**src/common/eewp_defs.vh**
```
// Constants for the two-wire EEPROM write and protection slave
`ifndef EEWP_DEFS_VH
`define EEWP_DEFS_VH
`define EEWP_DEV_TYPE        4'hB    // Device-type code, value is arbitrary
`define EEWP_PTR_ADDR        11'h7FF
`define EEWP_PTR_RESET       8'hFF
`define EEWP_PROT_FLAG_BIT   2
`define EEWP_MULTI_MAX       4'h8
`define EEWP_CLK_MHZ         100
`define EEWP_TW_MS           10
`define EEWP_TW_CYCLES       (`EEWP_TW_MS * 1000 * `EEWP_CLK_MHZ)
`endif

```
**src/logic/eewp_slave.v**
```verilog
// Two-wire EEPROM slave: write modes, program cycle, block protection
`timescale 1ns/1ns
`default_nettype none
`include "eewp_defs.vh"

// Overview of operation
// RL1 - SDA falling while SCL high is start
// RL2 - Ignore bus until start, outside programming
// RL3 - SDA rising while SCL high is stop
// RL4 - Stop after read returns to standby
// RL5 - Stop after write starts program cycle
// RL6 - Receiver pulls SDA low on ninth clock
// RL7 - Capture SDA on each SCL rising edge
// RL8 - Master changes SDA only while SCL low
// RL9 - Select byte: type, block, direction bit
// RL10 - Mode pin high multibyte, low page
// RL11 - Acknowledge select, take and acknowledge address
// RL12 - Write inhibit blocks memory and data acknowledge
// RL13 - Single byte write works in either mode
// RL14 - Multibyte accepts one to eight bytes
// RL15 - Multibyte cycle 10ms, 20ms over rows
// RL16 - Over eight multibyte bytes may corrupt row
// RL17 - Page mode wraps low four address bits
// RL18 - Program cycle ignores all bus inputs
// RL19 - No select acknowledge while programming
// RL20 - Pointer upper nibble sets protect boundary
// RL21 - Block pins choose boundary block four-seven
// RL22 - Protect only if enable high, flag zero
// RL23 - Program time counter is a parameter
module eewp_slave #(
    // RL23 program time counter length
    parameter TW_CYCLES = `EEWP_TW_CYCLES
) (
    // Clock and reset
    input  wire        ref_clk,
    input  wire        srst,
    // Serial bus, open drain data
    input  wire        scl_in,
    input  wire        sda_in,
    output reg         sda_out,
    output reg         sda_oe_n,
    // Strap and control pins
    input  wire        write_mode_multi,
    input  wire        write_inhibit_pin,
    input  wire        protect_enable,
    input  wire        protect_block_sel_lo,
    input  wire        protect_block_sel_hi,
    // Status
    output reg         busy_q
);
    localparam S_IDLE = 6'h01;
    localparam S_SEL  = 6'h02;
    localparam S_ADDR = 6'h04;
    localparam S_DATA = 6'h08;
    localparam S_READ = 6'h10;
    localparam S_IGN  = 6'h20;

    // =========================================
    // Input synchronisers
    reg  [2:0] scl_sync_q;
    reg  [2:0] sda_sync_q;
    reg        scl_q;
    reg        sda_q;
    reg  [4:0] pin_s1_q;
    reg  [4:0] pin_s2_q;
    reg  [4:0] pin_s3_q;
    reg  [4:0] pin_q;
    // Three stages; level changes only when the last two agree
    always @(posedge ref_clk)
    begin
        if (srst)
        begin
            scl_sync_q <= 3'h7;
            sda_sync_q <= 3'h7;
            scl_q      <= 1'b1;
            sda_q      <= 1'b1;
            pin_s1_q   <= 5'h00;
            pin_s2_q   <= 5'h00;
            pin_s3_q   <= 5'h00;
            pin_q      <= 5'h00;
        end
        else
        begin
            scl_sync_q <= {scl_sync_q[1:0], scl_in};
            sda_sync_q <= {sda_sync_q[1:0], sda_in};
            // Straps packed block hi, block lo, enable, inhibit, mode; a bit moves when the last two stages agree
            pin_s1_q   <= {protect_block_sel_hi, protect_block_sel_lo, protect_enable, write_inhibit_pin, write_mode_multi};
            pin_s2_q   <= pin_s1_q;
            pin_s3_q   <= pin_s2_q;
            pin_q      <= (pin_s2_q & pin_s3_q) | (pin_q & (pin_s2_q | pin_s3_q));
            if (scl_sync_q[1] == scl_sync_q[2])
                scl_q <= scl_sync_q[2];
            if (sda_sync_q[1] == sda_sync_q[2])
                sda_q <= sda_sync_q[2];
        end
    end

    // Filtered levels delayed a cycle for edge detection
    reg scl_d1_q;
    reg sda_d1_q;
    always @(posedge ref_clk)
    begin
        if (srst)
        begin
            scl_d1_q <= 1'b1;
            sda_d1_q <= 1'b1;
        end
        else
        begin
            scl_d1_q <= scl_q;
            sda_d1_q <= sda_q;
        end
    end

    wire scl_rise = scl_q & ~scl_d1_q;
    wire scl_fall = ~scl_q & scl_d1_q;
    // RL1 start detect
    wire start_det = scl_q & scl_d1_q & sda_d1_q & ~sda_q;
    // RL3 stop detect
    wire stop_det  = scl_q & scl_d1_q & ~sda_d1_q & sda_q;

    // =========================================
    // Memory and write latches
    reg [7:0]  mem [0:2047];
    reg [7:0]  latch_data [0:15];
    reg [15:0] latch_vld_q;
    reg [6:0]  row_q;          // Block and upper address nibble of write row
    reg        row_cross_q;    // Multibyte write spilled into next row
    reg [7:0]  ptr_q;          // Copy of the pointer byte held at the top address

    // =========================================
    // Protocol state
    reg [5:0]  state_q;
    reg [3:0]  bit_cnt_q;
    reg [7:0]  shift_q;
    reg [2:0]  block_q;
    reg [7:0]  addr_q;
    reg [3:0]  nbytes_q;
    reg        inhibit_q;
    reg        ack_phase_q;
    reg        ack_drive_q;
    reg        ack_slot_q;     // Ninth clock slot is open
    reg        wrote_q;
    reg        multi_q;
    reg [31:0] tw_cnt_q;

    wire [7:0] rx_byte = {shift_q[6:0], sda_q};

    // RL21 boundary block from the two pins
    wire [2:0]  prot_block = {1'b1, pin_q[4], pin_q[3]};
    // RL20 boundary in 16-byte steps from the upper pointer nibble
    wire [10:0] prot_base  = {prot_block, ptr_q[7:4], 4'h0};
    // RL22 protection active only with enable high and flag clear
    wire        prot_on    = pin_q[2] & ~ptr_q[`EEWP_PROT_FLAG_BIT];

    // Protection test on a full address
    function is_prot;
        input [10:0] a;
        begin
            is_prot = prot_on & (a >= prot_base);
        end
    endfunction

    integer i;
    // Main protocol machine
    always @(posedge ref_clk)
    begin
        if (srst)
        begin
            state_q     <= S_IDLE;
            bit_cnt_q   <= 4'h0;
            shift_q     <= 8'h00;
            block_q     <= 3'h0;
            addr_q      <= 8'h00;
            nbytes_q    <= 4'h0;
            inhibit_q   <= 1'b0;
            ack_phase_q <= 1'b0;
            ack_drive_q <= 1'b0;
            ack_slot_q  <= 1'b0;
            wrote_q     <= 1'b0;
            multi_q     <= 1'b0;
            busy_q      <= 1'b0;
            tw_cnt_q    <= 32'h0;
            latch_vld_q <= 16'h0;
            row_q       <= 7'h00;
            row_cross_q <= 1'b0;
            ptr_q       <= `EEWP_PTR_RESET;
            sda_out     <= 1'b0;
            sda_oe_n    <= 1'b1;
        end
        else if (busy_q)
        begin
            // RL18 bus ignored while programming
            // RL19 no select acknowledge while busy
            // RL15 doubled time when multibyte crossed a row
            sda_oe_n <= 1'b1;
            state_q  <= S_IDLE;
            if (tw_cnt_q >= (row_cross_q ? 2 * TW_CYCLES - 1 : TW_CYCLES - 1))
            begin
                busy_q <= 1'b0;
                // Commit every valid latch; protection was tested on addr_q as each byte was latched
                for (i = 0; i < 16; i = i + 1)
                    if (latch_vld_q[i])
                    begin
                        mem[{row_q, i[3:0]}] <= latch_data[i];
                        if ({row_q, i[3:0]} == `EEWP_PTR_ADDR)
                            ptr_q <= latch_data[i];
                    end
                latch_vld_q <= 16'h0;
            end
            else
                tw_cnt_q <= tw_cnt_q + 32'h1;
        end
        else if (start_det)
        begin
            // RL2 every frame begins at a start
            state_q     <= S_SEL;
            bit_cnt_q   <= 4'h0;
            ack_phase_q <= 1'b0;
            ack_drive_q <= 1'b0;
            ack_slot_q  <= 1'b0;
            sda_oe_n    <= 1'b1;
            // RL12 inhibit sampled from start through the address byte
            inhibit_q   <= pin_q[1];
            wrote_q     <= 1'b0;
        end
        else if (stop_det)
        begin
            sda_oe_n <= 1'b1;
            state_q  <= S_IDLE;
            // RL5 stop after written data starts the cycle
            // RL4 any other stop just goes to standby
            if (wrote_q && latch_vld_q != 16'h0)
            begin
                busy_q   <= 1'b1;
                tw_cnt_q <= 32'h0;
            end
            else
                latch_vld_q <= 16'h0;
            wrote_q <= 1'b0;
        end
        else
        begin
            if (pin_q[1] && (state_q == S_SEL || state_q == S_ADDR))
                inhibit_q <= 1'b1;
            // RL7 sample data on SCL rising edge
            if (scl_rise && !ack_phase_q && state_q != S_IDLE && state_q != S_IGN)
            begin
                shift_q   <= rx_byte;
                bit_cnt_q <= bit_cnt_q + 4'h1;
                if (bit_cnt_q == 4'h7)
                begin
                    bit_cnt_q   <= 4'h0;
                    ack_phase_q <= 1'b1;
                    ack_drive_q <= 1'b0;
                    case (state_q)
                        S_SEL:
                        begin
                            // RL9 type, block and direction decode
                            if (rx_byte[7:4] == `EEWP_DEV_TYPE)
                            begin
                                block_q     <= rx_byte[3:1];
                                ack_drive_q <= 1'b1;
                                state_q     <= rx_byte[0] ? S_READ : S_ADDR;
                            end
                            else
                                state_q <= S_IGN;
                        end
                        S_ADDR:
                        begin
                            // RL11 byte address taken and acknowledged
                            addr_q      <= rx_byte;
                            ack_drive_q <= 1'b1;
                            nbytes_q    <= 4'h0;
                            row_q       <= {block_q, rx_byte[7:4]};
                            row_cross_q <= 1'b0;
                            // RL10 mode pin read at each write
                            multi_q     <= pin_q[0];
                            state_q     <= S_DATA;
                        end
                        S_DATA:
                        begin
                            // RL12 inhibited writes stay silent
                            if (!inhibit_q)
                            begin
                                // RL13 RL14 each data byte acknowledged
                                ack_drive_q <= 1'b1;
                                wrote_q     <= 1'b1;
                                nbytes_q    <= nbytes_q + 4'h1;
                                if (!is_prot({block_q, addr_q}))
                                begin
                                    latch_data[addr_q[3:0]]  <= rx_byte;
                                    latch_vld_q[addr_q[3:0]] <= 1'b1;
                                end
                                // RL17 page mode wraps in the row
                                if (!multi_q)
                                    addr_q[3:0] <= addr_q[3:0] + 4'h1;
                                else
                                begin
                                    // RL16 a byte landing past the row end marks the cross
                                    addr_q <= addr_q + 8'h01;
                                    if (addr_q[3:0] == 4'h0 && nbytes_q != 4'h0)
                                        row_cross_q <= 1'b1;
                                end
                            end
                        end
                        default:
                            state_q <= S_IGN;
                    endcase
                end
            end
            // RL6 drive low over ninth clock, release after
            if (scl_fall && ack_phase_q)
            begin
                if (!ack_slot_q)
                begin
                    // Slot opens even for a refused byte, so its ninth pulse is never taken as data
                    ack_slot_q <= 1'b1;
                    sda_out    <= 1'b0;
                    sda_oe_n   <= ~ack_drive_q;
                end
                else
                begin
                    ack_slot_q  <= 1'b0;
                    sda_oe_n    <= 1'b1;
                    ack_phase_q <= 1'b0;
                    ack_drive_q <= 1'b0;
                    if (state_q == S_READ)
                        state_q <= S_IGN;
                end
            end
        end
    end
endmodule
`default_nettype wire

```
**config.mk**
```make
export PLATFORM = sky130hd
export DESIGN_NAME = eewp_slave
export DESIGN_NICKNAME = d
export VERILOG_FILES = /design/src/logic/eewp_slave.v
export VERILOG_INCLUDE_DIRS = /design/src /design/src/common
export SDC_FILE = /design/constraint.sdc
export NUM_CORES = 1
export LEC_CHECK = 0
export BUFFER_PORTS_ARGS = -buffer_cell sky130_fd_sc_hd__buf_2
export CAP_MARGIN = 40
export CORE_AREA = 8 8 155 128
export CTS_BUF_LIST = sky130_fd_sc_hd__clkbuf_16
export DETAILED_ROUTE_END_ITERATION = 7
export DIE_AREA = 0 0 163 136
export SLEW_MARGIN = 15
export SYNTH_ARGS = -nofsm -noshare
export SYNTH_HDL_FRONTEND = slang
export SYNTH_SLANG_ARGS = --single-unit
export TNS_END_PERCENT = 1
```
**constraint.sdc**
```tcl
create_clock -name ref_clk -period 3 [get_ports ref_clk]
set_input_delay 0.3 -clock ref_clk [delete_from_list [all_inputs] [get_ports ref_clk]]
set_output_delay 0.3 -clock ref_clk [all_outputs]
set_load 0.05 [all_outputs]
```
Word level (Yosys, flattened, before mapping)
Memories as Yosys holds them, arrays and structs flattened. A register that Yosys moved wholly into a read port is not among the register bits.
Index checks and enable logic that the tools add are counted.
W data, S select, Z words.

storage, ports and cells
  output and inout port bits = 3
  memories kept = 1
  bits in latches = 0
  word-level logic and storage cells = 212
  bits of input ports = 9
  register bits = 126
  memory bits (writable) = 128
  memory bits (read-only) = 0

operators by class
  reductions and logical operators = 41
  eq/ne operators = 22
  $lt $le $gt $ge = 4
  add/subtract/negate cells = 5
  shift-type cells = 0
  multiply operators = 0
  divide/modulo/power cells = 0
  bitwise gates (word level) = 23
  mux-type cells = 86

memories
  name        words  bits a word  read ports  clocked after Yosys merged registers in  write ports  line              text
  latch_data  16     8            1           1                                        1            eewp_slave.v:125  reg [7:0] latch_data [0:15];

operators by type and width
  cell                     count
  $mux W16                 10
  $mux W32                 5
  $mux W1                  47
  $mux W6                  6
  $add A32 B1 Y32 const B  1
  $ge A32 B21 Y1           1
  $mux W4                  7
  $mux W21                 1
  $pmux W6 S3              1
  $reduce_bool A3 Y1       6
  $or A16 B16 Y16          1
  $pmux W8 S2              1
  $reduce_and A8 Y1        2
  $reduce_bool A16 Y1      1
  $reduce_and A7 Y1        2
  $add A4 B1 Y4 const B    3
  $ne A2 B2 Y1 const B     6
  $ne A3 B3 Y1 const B     4
  $reduce_and A4 Y1        3
  $reduce_bool A2 Y1       6
  $ge A11 B11 Y1           1
  $and A5 B5 Y5            2
  $or A5 B5 Y5             2
  $and A1 B1 Y1            9
  other kinds (34)         53

Depth between registers and ports, before layout
Gate-level depths: netlist (run 1).

  word-level depth = 13
  depth in mapped cells = 11
  gate-level depth less buffers = 9

Worst setup path before layout (run 1)
No wires, ideal clock.

  kind = register -> register
  start = reg state_q[5]
  end = mem latch_data[15][2] (enable)
  clock period less this slack = 2.738 ns
  stages on the path, launching flop included = 6
  setup slack = 0.262 ns
  setup time = 0.374 ns
  required time = 2.626 ns
  arrival time = 2.364 ns
  buffers on the path = 0
  path through = dfxtp_1 -> or4_4 -> or3b_4 -> or3_1 -> a211o_1 -> nor3_1

on the way
  word-level cells in the longest chain between the ends = 9
  elaborated cells on any way between the ends = 13
  classes of those cells = eq/ne: 3; mux: 8; reduce/logical: 2

ends and longest elaborated chain
  item                                            line                                text
  from (decl)                                     eewp_slave.v:133                    reg [5:0] state_q;
  from (signal assigned)                          eewp_slave.v:264                    state_q <= rx_byte[0] ? S_READ : S_ADDR;
  $eq A6 B4 Y1 or $ne A6 B1 Y1 (tied branches)    eewp_slave.v:256, eewp_slave.v:247
  $mux W1 or $logic_and A1 B1 Y1 (tied branches)  eewp_slave.v:256, eewp_slave.v:247
  $mux W1 or $logic_and A1 B1 Y1 (tied branches)  eewp_slave.v:251, eewp_slave.v:247
  $mux W1 (*)                                     eewp_slave.v:247                    if (scl_rise && !ack_phase_q && state_q != S_IDLE && state_q != S_IGN)
  $mux W1 (*)                                     eewp_slave.v:227                    else if (stop_det)
  $mux W1 (*)                                     eewp_slave.v:214                    else if (start_det)
  $mux W1 (*)                                     eewp_slave.v:191                    else if (busy_q)
  $mux W1 (*)                                     eewp_slave.v:168                    if (srst)
  $mux W1 (not written as such) (*)               eewp_slave.v:292                    latch_data[addr_q[3:0]] <= rx_byte;
  to (decl)                                       eewp_slave.v:125

Every way passes the cells marked *; elsewhere a longest branch is shown, timed or not.

Final worst setup path (run 1)
  start = reg row_cross_q
  end = reg latch_vld_q[12]

on the way
  word-level cells in the longest chain between the ends = 4

ends and longest elaborated chain
  item                                line              text
  from (decl)                         eewp_slave.v:128  reg row_cross_q;
  from (signal assigned)              eewp_slave.v:186  row_cross_q <= 1'b0;
  from (signal assigned)              eewp_slave.v:276  row_cross_q <= 1'b0;
  from (signal assigned)              eewp_slave.v:303  row_cross_q <= 1'b1;
  $mux W21                            eewp_slave.v:198  if (tw_cnt_q >= (row_cross_q ? 2 * TW_CYCLES - 1 : TW_CYCLES - 1))
  $ge A32 B21 Y1                      eewp_slave.v:198
  $ne A2 B1 Y1 (no source line)       n/a
  $reduce_and A8 Y1 (no source line)  n/a
  to (signal assigned)                eewp_slave.v:184  latch_vld_q <= 16'h0;
  to (signal assigned)                eewp_slave.v:209  latch_vld_q <= 16'h0;
  to (signal assigned)                eewp_slave.v:239  latch_vld_q <= 16'h0;
  to (decl)                           eewp_slave.v:126  reg [15:0] latch_vld_q;

No other way between the ends.
A chain may end at the register's enable or synchronous reset.

==> results of run 1 <==
## through the flow
step	power [uW]	setup WS [ps]	instance area (um^2)
2_1_floorplan	1940	262	5930
3_3_place_gp	1970	338	6310
3_5_place_dp	1970	296	6310
4_1_cts	4050	275	6890
5_1_grt	4130	100	6890
6_report	4000	267	6890
## routing by layer
layer	wire length (um)	part of all wire	GRT usage
met5	0	0	0
met2	5580	0.41	0.184
met4	286	0.021	0.0671
met3	522	0.038	0.0318
met1	7210	0.53	0.179
## power groups by stage
stage / Sequential, uW / Combinational, uW / Clock, uW
2_1_floorplan: 1880 / 66.5 / 0
3_3_place_gp: 1880 / 93.0 / 0
3_5_place_dp: 1880 / 92.1 / 0
4_1_cts: 1840 / 92.6 / 2120
5_1_grt: 1840 / 102 / 2190
6_report: 1840 / 92.1 / 2080
## worst paths after layout
path	start	end	slack, ps	cells after the start
max	row_cross_q$_SDFFE_PP0P_	latch_vld_q[12]$_SDFFE_PP0P_	270	9
min	sda_in	sda_sync_q[0]$_SDFF_PP1_	50	2
max reg2reg	row_cross_q$_SDFFE_PP0P_	latch_vld_q[12]$_SDFFE_PP0P_	270	9
min reg2reg	scl_sync_q[0]$_SDFF_PP1_	scl_sync_q[1]$_SDFF_PP1_	410	1
## cells in the final DEF, fill, tap and decap left out, types with 17 or more instances in the layout
cell,synthesis,layout
o21ai_0,19,19
nand3_1,22,22
inv_1,20,20
nor2b_1,20,20
nor2_1,78,78
ha_1,21,21
nor3_1,23,23
buf_4,1,23
clkbuf_16,0,17
nand2_1,75,75
a21oi_1,57,57
dfxtp_1,131,131
## cells by family after synthesis
| group | synth area share |
|---|---|
| flops | 0.468 |
| compound gates | 0.153 |
| buf+inv | 0.0344 |
| xor+xnor | 0.0177 |
| simple gates | 0.268 |
| fa+ha+maj | 0.0443 |
| mux | 0.0152 |
| other cells | 0.000632 |
## state kept, by name, indices dropped and copies added, names as in the netlist, 3 cells and up
signal	cells
tw_cnt_q	32
latch_vld_q	16
addr_q	8
row_q	7
shift_q	7
state_q	6
latch_data	5
pin_q	5
pin_s1_q	5
pin_s2_q	5
pin_s3_q	5
ptr_q	5
bit_cnt_q	4
nbytes_q	4
block_q	3
scl_sync_q	3
sda_sync_q	3
## final cells by class
| type | instances | area [um^2] | share of cell area |
|---|---|---|---|
| multi-input cells | 496 | 2950 | 0.429 |
| inverters | 20 | 75.1 | 0.0109 |
| clock inverters | 15 | 154 | 0.0223 |
| flip-flops and latches | 136 | 2770 | 0.402 |
| well taps | 230 | 288 | 0.0418 |
| repair buffers | 33 | 223 | 0.0323 |
| clock buffers | 17 | 425 | 0.0617 |
==> qor.yml, run 1 <==
cts:
  cts_root_buf: "clkbuf_16"
  cts_buffer_depth: 2
  cts_hold_buf: 0
  htreeDepth: 4
  post-cts-setup-buffer-count: 0
  clock_latency_ps: 430
  cts.reportedPaths.clkPinSlew_ps: 60
  clock_sinks: 136
  cts_tree: "yes"
  cts.repair.resized: 0
  cts_buffers: 17
timing:
  clock.fmax_mhz: 366
  post-route-min-period_ps: 2730
  relSlewSlack: 0.577
  skew_ps: 12.7
  maxSlewViolCount: 0
  fin_tns_setup_ps: 0
  grt_setup_unrepaired: "no"
  fin_crit_sh: 0.911
  hold_violations: 0
  holdWs_ps: 50.0
  setup_violations: 0
  tightest_slew_ps: 633
global_route:
  grt_antenna_before_repair: 0
  grt_max_degree: 44
  grt_pass1_wl_um: 22900
  grt_pass1_vias: 4581
  grt_use_total: 0.130
  overflow: 0
floorplanning:
  die_height_um: 136
  rows: 44
  die_w_um: 163
  die_area_um2: 22200
  num_io_pins: 12
  coreArea_um2: 17500
  initial_core_util: 0.339
logic_synthesis:
  syn_inst: 681
  synth-seq-cells: 136
  yosysSeqAreaShare: 0.468
  async_flop_share: 0
  synthFlopType: "dfxtp_1"
  synth_top_area_cell: "dfxtp_1"
  yosys_warnings: 0
  synthesis.nets: 711
  netlist_area_um2: 5930
  synth.most_common_cell: "dfxtp_1"
  synth_common_cells: "dfxtp_1 (131), nor2_1 (78), nand2_1 (75), a21oi_1 (57), nor3_1 (23)"
  postSynthAreaPerCell_um2: 8.71
  synth_area_leaders: "dfxtp_1 (44%), nor2_1 (4.9%), a21oi_1 (4.8%)"
  synth_edf_count: 5
  yosysUniqueCellTypes: 61
  netlist.area_leader.share: 0.442
drt:
  ant_nets: 0
  vias: 4839
  drt-total-wl_um: 13600
  dr.pass1.iters: 5
  route.detailed.drc: 0
  viasPerCell: 5.11
  avgRoutedWirePerCell_um: 14.4
  drtIter0Drc: 344
cells_and_area:
  post-route-util: 0.394
  drive_above_1_share: 0.121
  syn_to_final_growth_pct: 16.2
  nNetsFinal: 734
  num_antenna_cells: 0
  fillers: 1773
  layout.cells.non_filler: 947
worst_setup_path:
  crit_arrival_ps: 3040
  cpLargestDelayFamily: "compound AO/OA/AOI/OAI gates"
  cp_slowest_cell: "a2111oi_1"
  cp_max_fo: 18
  path_buf_inv: 2
  crit_required_ps: 3300
  crit_type: "reg2reg"
  worstPathCellList: "inv_1, ha_1, and4_1, a2111oi_1, a21oi_1, and2_0, buf_4, a41oi_1, nor2_1"
  worst_setup_path_start_kind: "flip-flop"
  slowest_delay_ps: 570
  end_kind: "flip-flop"
placement:
  hpwlAfterDp_um: 9450
  dp.cells: 915
  port-buffer-count: 10
  gp_congestion: 0.870
power_and_ir_drop:
  leakage_uw: 0.00258
  combinationalPowerShare: 0.023
  irDropWorstVdd_uv: 278
  internal_power_uw: 3030
  clkPwrFrac: 0.519
  pwr_density_cell_nw_per_um2: 581
  swShare: 0.244
  p_switching_uw: 975
  p_seq_frac: 0.458
hold_path:
  worstHoldPathType: "in2reg"
job:
  drv_cap: 0
outcome:
  status: "complete, no violations"
Note: power is estimated with default switching activity, not from simulation.
==> inputs of run 2 (changes only) <==
--- a/config.mk
+++ b/config.mk
@@ -6,7 +6,7 @@
 export SDC_FILE = /design/constraint.sdc
 export NUM_CORES = 1
 export LEC_CHECK = 0
-export BUFFER_PORTS_ARGS = -buffer_cell sky130_fd_sc_hd__buf_2
+export BUFFER_PORTS_ARGS = -buffer_cell sky130_fd_sc_hd__clkbuf_2
 export CAP_MARGIN = 40
 export CORE_AREA = 8 8 155 128
 export CTS_BUF_LIST = sky130_fd_sc_hd__clkbuf_16
==> qor.yml, run 2 (synthesized netlist as in run 1, its figures left out) <==
cells_and_area:
  multi_input_area_um2: 2950  # unchanged
  largest_register: "tw_cnt_q"
  most-common-layout-cells: "dfxtp_1 (131), nor2_1 (78), nand2_1 (75), a21oi_1 (57), nor3_1 (23)"
  num_antenna_cells: 0  # unchanged
  fillers: 1781  # +0.45%
  drive_above_1_share: 0.114  # -0.00741
  syn_to_final_growth_pct: 15.9
  final_common_cell: "dfxtp_1"
  nNetsFinal: 729  # -0.68%
  layout.cells.non_filler: 941  # -0.63%
  reg_top3: "tw_cnt_q: 32 flops, latch_vld_q: 16 flops, addr_q: 8 flops"
  largest_register_ff_count: 32  # unchanged
  seq_area_um2: 2770  # unchanged
cts:
  cts_buffers: 17  # unchanged
  cts_tree: "yes"
  cts_root_buf: "clkbuf_16"
  clock_sinks: 136  # unchanged
  clock_latency_ps: 420  # about the same
  cts_hold_buf: 0  # unchanged
  cts_buffer_depth: 2  # unchanged
  cts.repair.resized: 0  # unchanged
  htreeDepth: 4  # unchanged
  cts.reportedPaths.clkPinSlew_ps: 60  # about the same
  post-cts-setup-buffer-count: 0  # unchanged
placement:
  dp.cells: 910  # -0.55%
  port-buffer-count: 10  # unchanged
  hpwlAfterDp_um: 9080  # -3.9%
  gp_congestion: 0.849  # -2.4%
worst_setup_path:
  rr_worst_depth: 9  # unchanged
  crit_arrival_ps: 3110  # +70 ps
  worstPathCellList: "inv_1, ha_1, and4_1, a2111oi_1, a21oi_1, buf_4, a21oi_2, a31oi_1, a41o_1"
  end_kind: "flip-flop"
  r2r_start: "row_cross_q$_SDFFE_PP0P_"
  cp_max_fo: 10  # -8
  worst_setup_path_start_kind: "flip-flop"
  crit_required_ps: 3310  # about the same
  r2r_slack_ps: 200  # -70 ps
  cp_slowest_cell: "a2111oi_1"
  crit_type: "reg2reg"
  rr_endpoint: "tw_cnt_q[19]$_SDFFE_PP0P_"
  slowest_delay_ps: 590  # +20 ps
global_route:
  grt_pass1_wl_um: 23000  # about the same
  grt_max_degree: 45  # +2.3%
  grt_antenna_before_repair: 0  # unchanged
  overflow: 0  # unchanged
  grt_use_total: 0.129  # -0.000892
  grt_pass1_vias: 4442  # -3.0%
power_and_ir_drop:
  leakage_uw: 0.00257  # -0.51%
  pwr_density_cell_nw_per_um2: 589  # +1.3%
  irDropWorstVdd_uv: 280  # +0.52%
floorplanning:
  initial_core_util: 0.339  # unchanged
  rows: 44  # unchanged
  die_area_um2: 22200  # unchanged
  die_w_um: 163  # unchanged
  die_height_um: 136  # unchanged
  num_io_pins: 12  # unchanged
  coreArea_um2: 17500  # unchanged
outcome:
  status: "complete, no violations"
drt:
  viasPerCell: 5.10  # -0.17%
  route.detailed.drc: 0  # unchanged
  avgRoutedWirePerCell_um: 14.3  # -0.72%
  vias: 4800  # -0.81%
  drtIter0Drc: 371  # +7.8%
  ant_nets: 0  # unchanged
  dr.pass1.iters: 4  # -1
  drt-total-wl_um: 13400  # -1.3%
timing:
  clock.fmax_mhz: 357  # -2.5%
  tightest_slew_ps: 686  # +52.9 ps
  relSlewSlack: 0.540  # -0.0368
  setup_violations: 0  # unchanged
  skew_ps: 10.4  # -2.29 ps
  maxSlewViolCount: 0  # unchanged
  post-route-min-period_ps: 2800  # +69.9 ps
  fin_tns_setup_ps: 0  # unchanged
  grt_setup_unrepaired: "no"
  holdWs_ps: 61.0  # +11.1 ps
  fin_crit_sh: 0.934  # +0.0233
  hold_violations: 0  # unchanged
hold_path:
  min_from: "sda_in"
  worstHoldPathType: "in2reg"
  holdPathEnd: "sda_sync_q[0]$_SDFF_PP1_"
  holdPathStages: 2  # unchanged
job:
  drv_cap: 0  # unchanged
run 2: how the worst max path moves through the flow:
stage / from / to / cells past startpoint
global route: row_cross_q$_SDFFE_PP0P_ / latch_vld_q[14]$_SDFFE_PP0P_ / 9
CTS: row_cross_q$_SDFFE_PP0P_ / tw_cnt_q[19]$_SDFFE_PP0P_ / 9
detailed placement: row_cross_q$_SDFFE_PP0P_ / tw_cnt_q[19]$_SDFFE_PP0P_ / 9
finish: row_cross_q$_SDFFE_PP0P_ / tw_cnt_q[19]$_SDFFE_PP0P_ / 9
global placement: state_q[5]$_SDFF_PP0_ / latch_data[15][2]$_DFFE_PP_ / 6
floorplan: state_q[5]$_SDFF_PP0_ / latch_data[15][2]$_DFFE_PP_ / 5
run 2: cell type report:
class,count,area share
Timing Repair Buffer,28,0.0269
Clock buffer,17,0.0619
Multi-Input combinational cell,496,0.430
Sequential cell,136,0.403
Clock inverter,14,0.0249
Tap cell,230,0.0419
Inverter,20,0.0109
run 2: power by group:
part           switching [uW]  leakage [uW]  internal, uW
Combinational            67.5       0.00117          26.0
Sequential               5.67       0.00111          1830
Clock                     809      0.000296          1310
Total                     882       0.00257          3160
run 2: per-layer routing:
metal  GRT usage  vias to the layer above  wire (um)
li1            -                     2460          -
met1       0.180                     2229       6870
met2       0.187                       96       5660
met3      0.0375                       15        724
met4      0.0397                        0        175
met5           0                        -          0
run 2: through the flow:
step	area, um^2	util	power (uW)	worst slack [ps]
final	6870	0.393	4050	197
after floorplan	5930	-	1940	262
after detailed placement	6270	0.358	1970	255
after global placement	6270	0.358	1970	329
after CTS	6870	0.393	4100	215
after global routing	6870	0.393	4190	46.5
run 2: worst max-delay path, delay by kind of cell, from the launching register on:
| kind | cells | cell delay [ps] |
|---|---|---|
| simple gates | 1 | 230 |
| buf+inv | 2 | 300 |
| fa+ha+maj | 1 | 300 |
| compound gates | 5 | 1530 |
| flops | 1 | 340 |
==> inputs of run 3 (changes only) <==
--- a/config.mk
+++ b/config.mk
@@ -8,10 +8,11 @@
 export LEC_CHECK = 0
 export BUFFER_PORTS_ARGS = -buffer_cell sky130_fd_sc_hd__clkbuf_2
 export CAP_MARGIN = 40
-export CORE_AREA = 8 8 155 128
+export CORE_AREA = 8 8 119 99
 export CTS_BUF_LIST = sky130_fd_sc_hd__clkbuf_16
 export DETAILED_ROUTE_END_ITERATION = 7
-export DIE_AREA = 0 0 163 136
+export DIE_AREA = 0 0 127 107
+export PLACE_DENSITY = 0.78
 export SLEW_MARGIN = 15
 export SYNTH_ARGS = -nofsm -noshare
 export SYNTH_HDL_FRONTEND = slang
==> qor.yml, run 3 (synthesized netlist as in run 1, its figures left out) <==
cts:
  clock_sinks: 136  # unchanged
  cts.reportedPaths.clkPinSlew_ps: 60  # about the same
  cts_tree: "yes"
  cts.repair.resized: 0  # unchanged
  cts_buffers: 17  # unchanged
  cts_buffer_depth: 2  # unchanged
  cts_hold_buf: 0  # unchanged
  cts_root_buf: "clkbuf_16"
  post-cts-setup-buffer-count: 0  # unchanged
  htreeDepth: 4  # unchanged
  clock_latency_ps: 430  # about the same
worst_setup_path:
  r2r_slack_ps: 210  # +20 ps
  crit_required_ps: 3310  # about the same
  cp_max_fo: 14  # +4
  r2r_start: "state_q[5]$_SDFF_PP0_"
  end_kind: "flip-flop"
  rr_worst_depth: 7  # -2
  rr_endpoint: "addr_q[2]$_SDFFE_PP0P_"
  worst_setup_path_start_kind: "flip-flop"
  cp-startpoint: "state_q[5]$_SDFF_PP0_"
  crit_arrival_ps: 3090  # -20 ps
  crit_type: "reg2reg"
timing:
  fin_crit_sh: 0.929  # -0.00515
  skew_ps: 7.38  # -2.98 ps
  tightest_slew_ps: 640  # -46.2 ps
  hold_violations: 0  # unchanged
  maxSlewViolCount: 0  # unchanged
  fin_tns_setup_ps: 0  # unchanged
  grt_setup_unrepaired: "no"
  relSlewSlack: 0.573  # +0.0328
  setup_violations: 0  # unchanged
  clock.fmax_mhz: 359  # +0.55%
  post-route-min-period_ps: 2790  # -15.4 ps
cells_and_area:
  drive_above_1_share: 0.115  # +0.00124
  largest_register_ff_count: 32  # unchanged
  largest_register: "tw_cnt_q"
  reg_top3: "tw_cnt_q: 32 flops, latch_vld_q: 16 flops, addr_q: 8 flops"
  most-common-layout-cells: "dfxtp_1 (131), nor2_1 (78), nand2_1 (75), a21oi_1 (57), nor3_1 (23)"
  num_antenna_cells: 0  # unchanged
  multi_input_area_um2: 2950  # unchanged
  seq_area_um2: 2770  # unchanged
  syn_to_final_growth_pct: 14.8
  fillers: 759  # -57%
  final_common_cell: "dfxtp_1"
  nNetsFinal: 730  # +0.14%
hold_path:
  min_from: "sda_in"
  holdPathStages: 2  # unchanged
  holdPathEnd: "sda_sync_q[0]$_SDFF_PP1_"
  worstHoldPathType: "in2reg"
placement:
  port-buffer-count: 10  # unchanged
  gp_congestion: 0.851  # +0.21%
  hpwlAfterDp_um: 9460  # +4.2%
drt:
  ant_nets: 0  # unchanged
  dr.pass1.iters: 6  # +2
  avgRoutedWirePerCell_um: 16.8  # +18%
  viasPerCell: 6.16  # +21%
  route.detailed.drc: 0  # unchanged
  drt-total-wl_um: 14000  # +4.4%
  drtIter0Drc: 614  # +65%
  vias: 5141  # +7.1%
power_and_ir_drop:
  finalPower_uw: 4260  # +5.2%
  pwr_density_cell_nw_per_um2: 625  # +6.2%
  irDropWorstVdd_uv: 581  # +110%
  leakage_uw: 0.00260  # +1.0%
global_route:
  grt_antenna_before_repair: 1  # +1
  grt_pass1_wl_um: 23500  # +2.2%
  overflow: 0  # unchanged
  grt_max_degree: 42  # -6.7%
  grt_use_total: 0.214  # +0.0857
  grt_pass1_vias: 4873  # +9.7%
floorplanning:
  die_area_um2: 13600  # -39%
  die_w_um: 127  # -22%
  coreArea_um2: 9910  # -43%
  rows: 33  # -25%
  die_height_um: 107  # -21%
  initial_core_util: 0.598  # +0.260
  num_io_pins: 12  # unchanged
outcome:
  status: "complete, no violations"
job:
  drv_cap: 0  # unchanged
-- run 3: changes by cell type in the layout (fill, tap and decap cells not counted) --
cell,change
clkinv_2,-2
clkbuf_2,+1
clkbuf_16,+2
clkinv_4,-3
inv_6,+2
inv_4,-1
clkinvlp_4,+1
buf_2,-1
buf_4,+1
bufinv_16,+1
-- run 3: worst max path at each step --
stage | end | slack, ps | cells after the start
detailed placement | latch_data[15][5]$_DFFE_PP_ | 280 | 6
global route | latch_vld_q[2]$_SDFFE_PP0P_ | 40 | 8
CTS | latch_data[15][4]$_DFFE_PP_ | 250 | 6
finish | addr_q[2]$_SDFFE_PP0P_ | 210 | 7
global placement | latch_data[15][6]$_DFFE_PP_ | 320 | 6
floorplan | latch_data[15][2]$_DFFE_PP_ | 260 | 5
-- run 3: per-stage QoR --
stage	area (um^2)	std cells	hold slack [ps]	worst slack, ps	utilization
5_1_grt	6810	834	73.3	41.7	0.687
4_1_cts	6810	834	57.8	248	0.687
3_5_place_dp	6150	803	401	276	0.620
2_1_floorplan	5930	681	389	262	-
6_report	6810	834	62.3	212	0.687
3_3_place_gp	6150	803	394	319	0.620
-- run 3: report_power, final --
group          internal [uW]  total, uW  switching [uW]
Combinational           26.7       95.0            68.3
Sequential              1830       1840            6.12
Clock                   1500       2330             828
-- run 3: metal layers --
| metal | part of all wire | vias to the layer above | GRT usage |
|---|---|---|---|
| li1 | - | 2460 | - |
| met5 | 0.0011 | - | 0 |
| met2 | 0.47 | 175 | 0.340 |
| met1 | 0.45 | 2481 | 0.273 |
| met3 | 0.065 | 23 | 0.0615 |
| met4 | 0.016 | 2 | 0.0814 |
-- run 3: cell type report --
class,instances,share of cell area
clock inverter,12,0.0270
inverter,20,0.0110
tap,122,0.0224
sequential,136,0.407
multi-input combinational,496,0.434
timing repair buffer,29,0.0283
clock buffer,19,0.0699
-- run 3: critical path: stages, from the launching register on --
cell     delay (ps)
dfxtp_1         350
or4_4           580
or3b_4          500
nor2_1          290
o21a_1          520
o21ai_0         190
a22oi_1         180
nor2_1           60
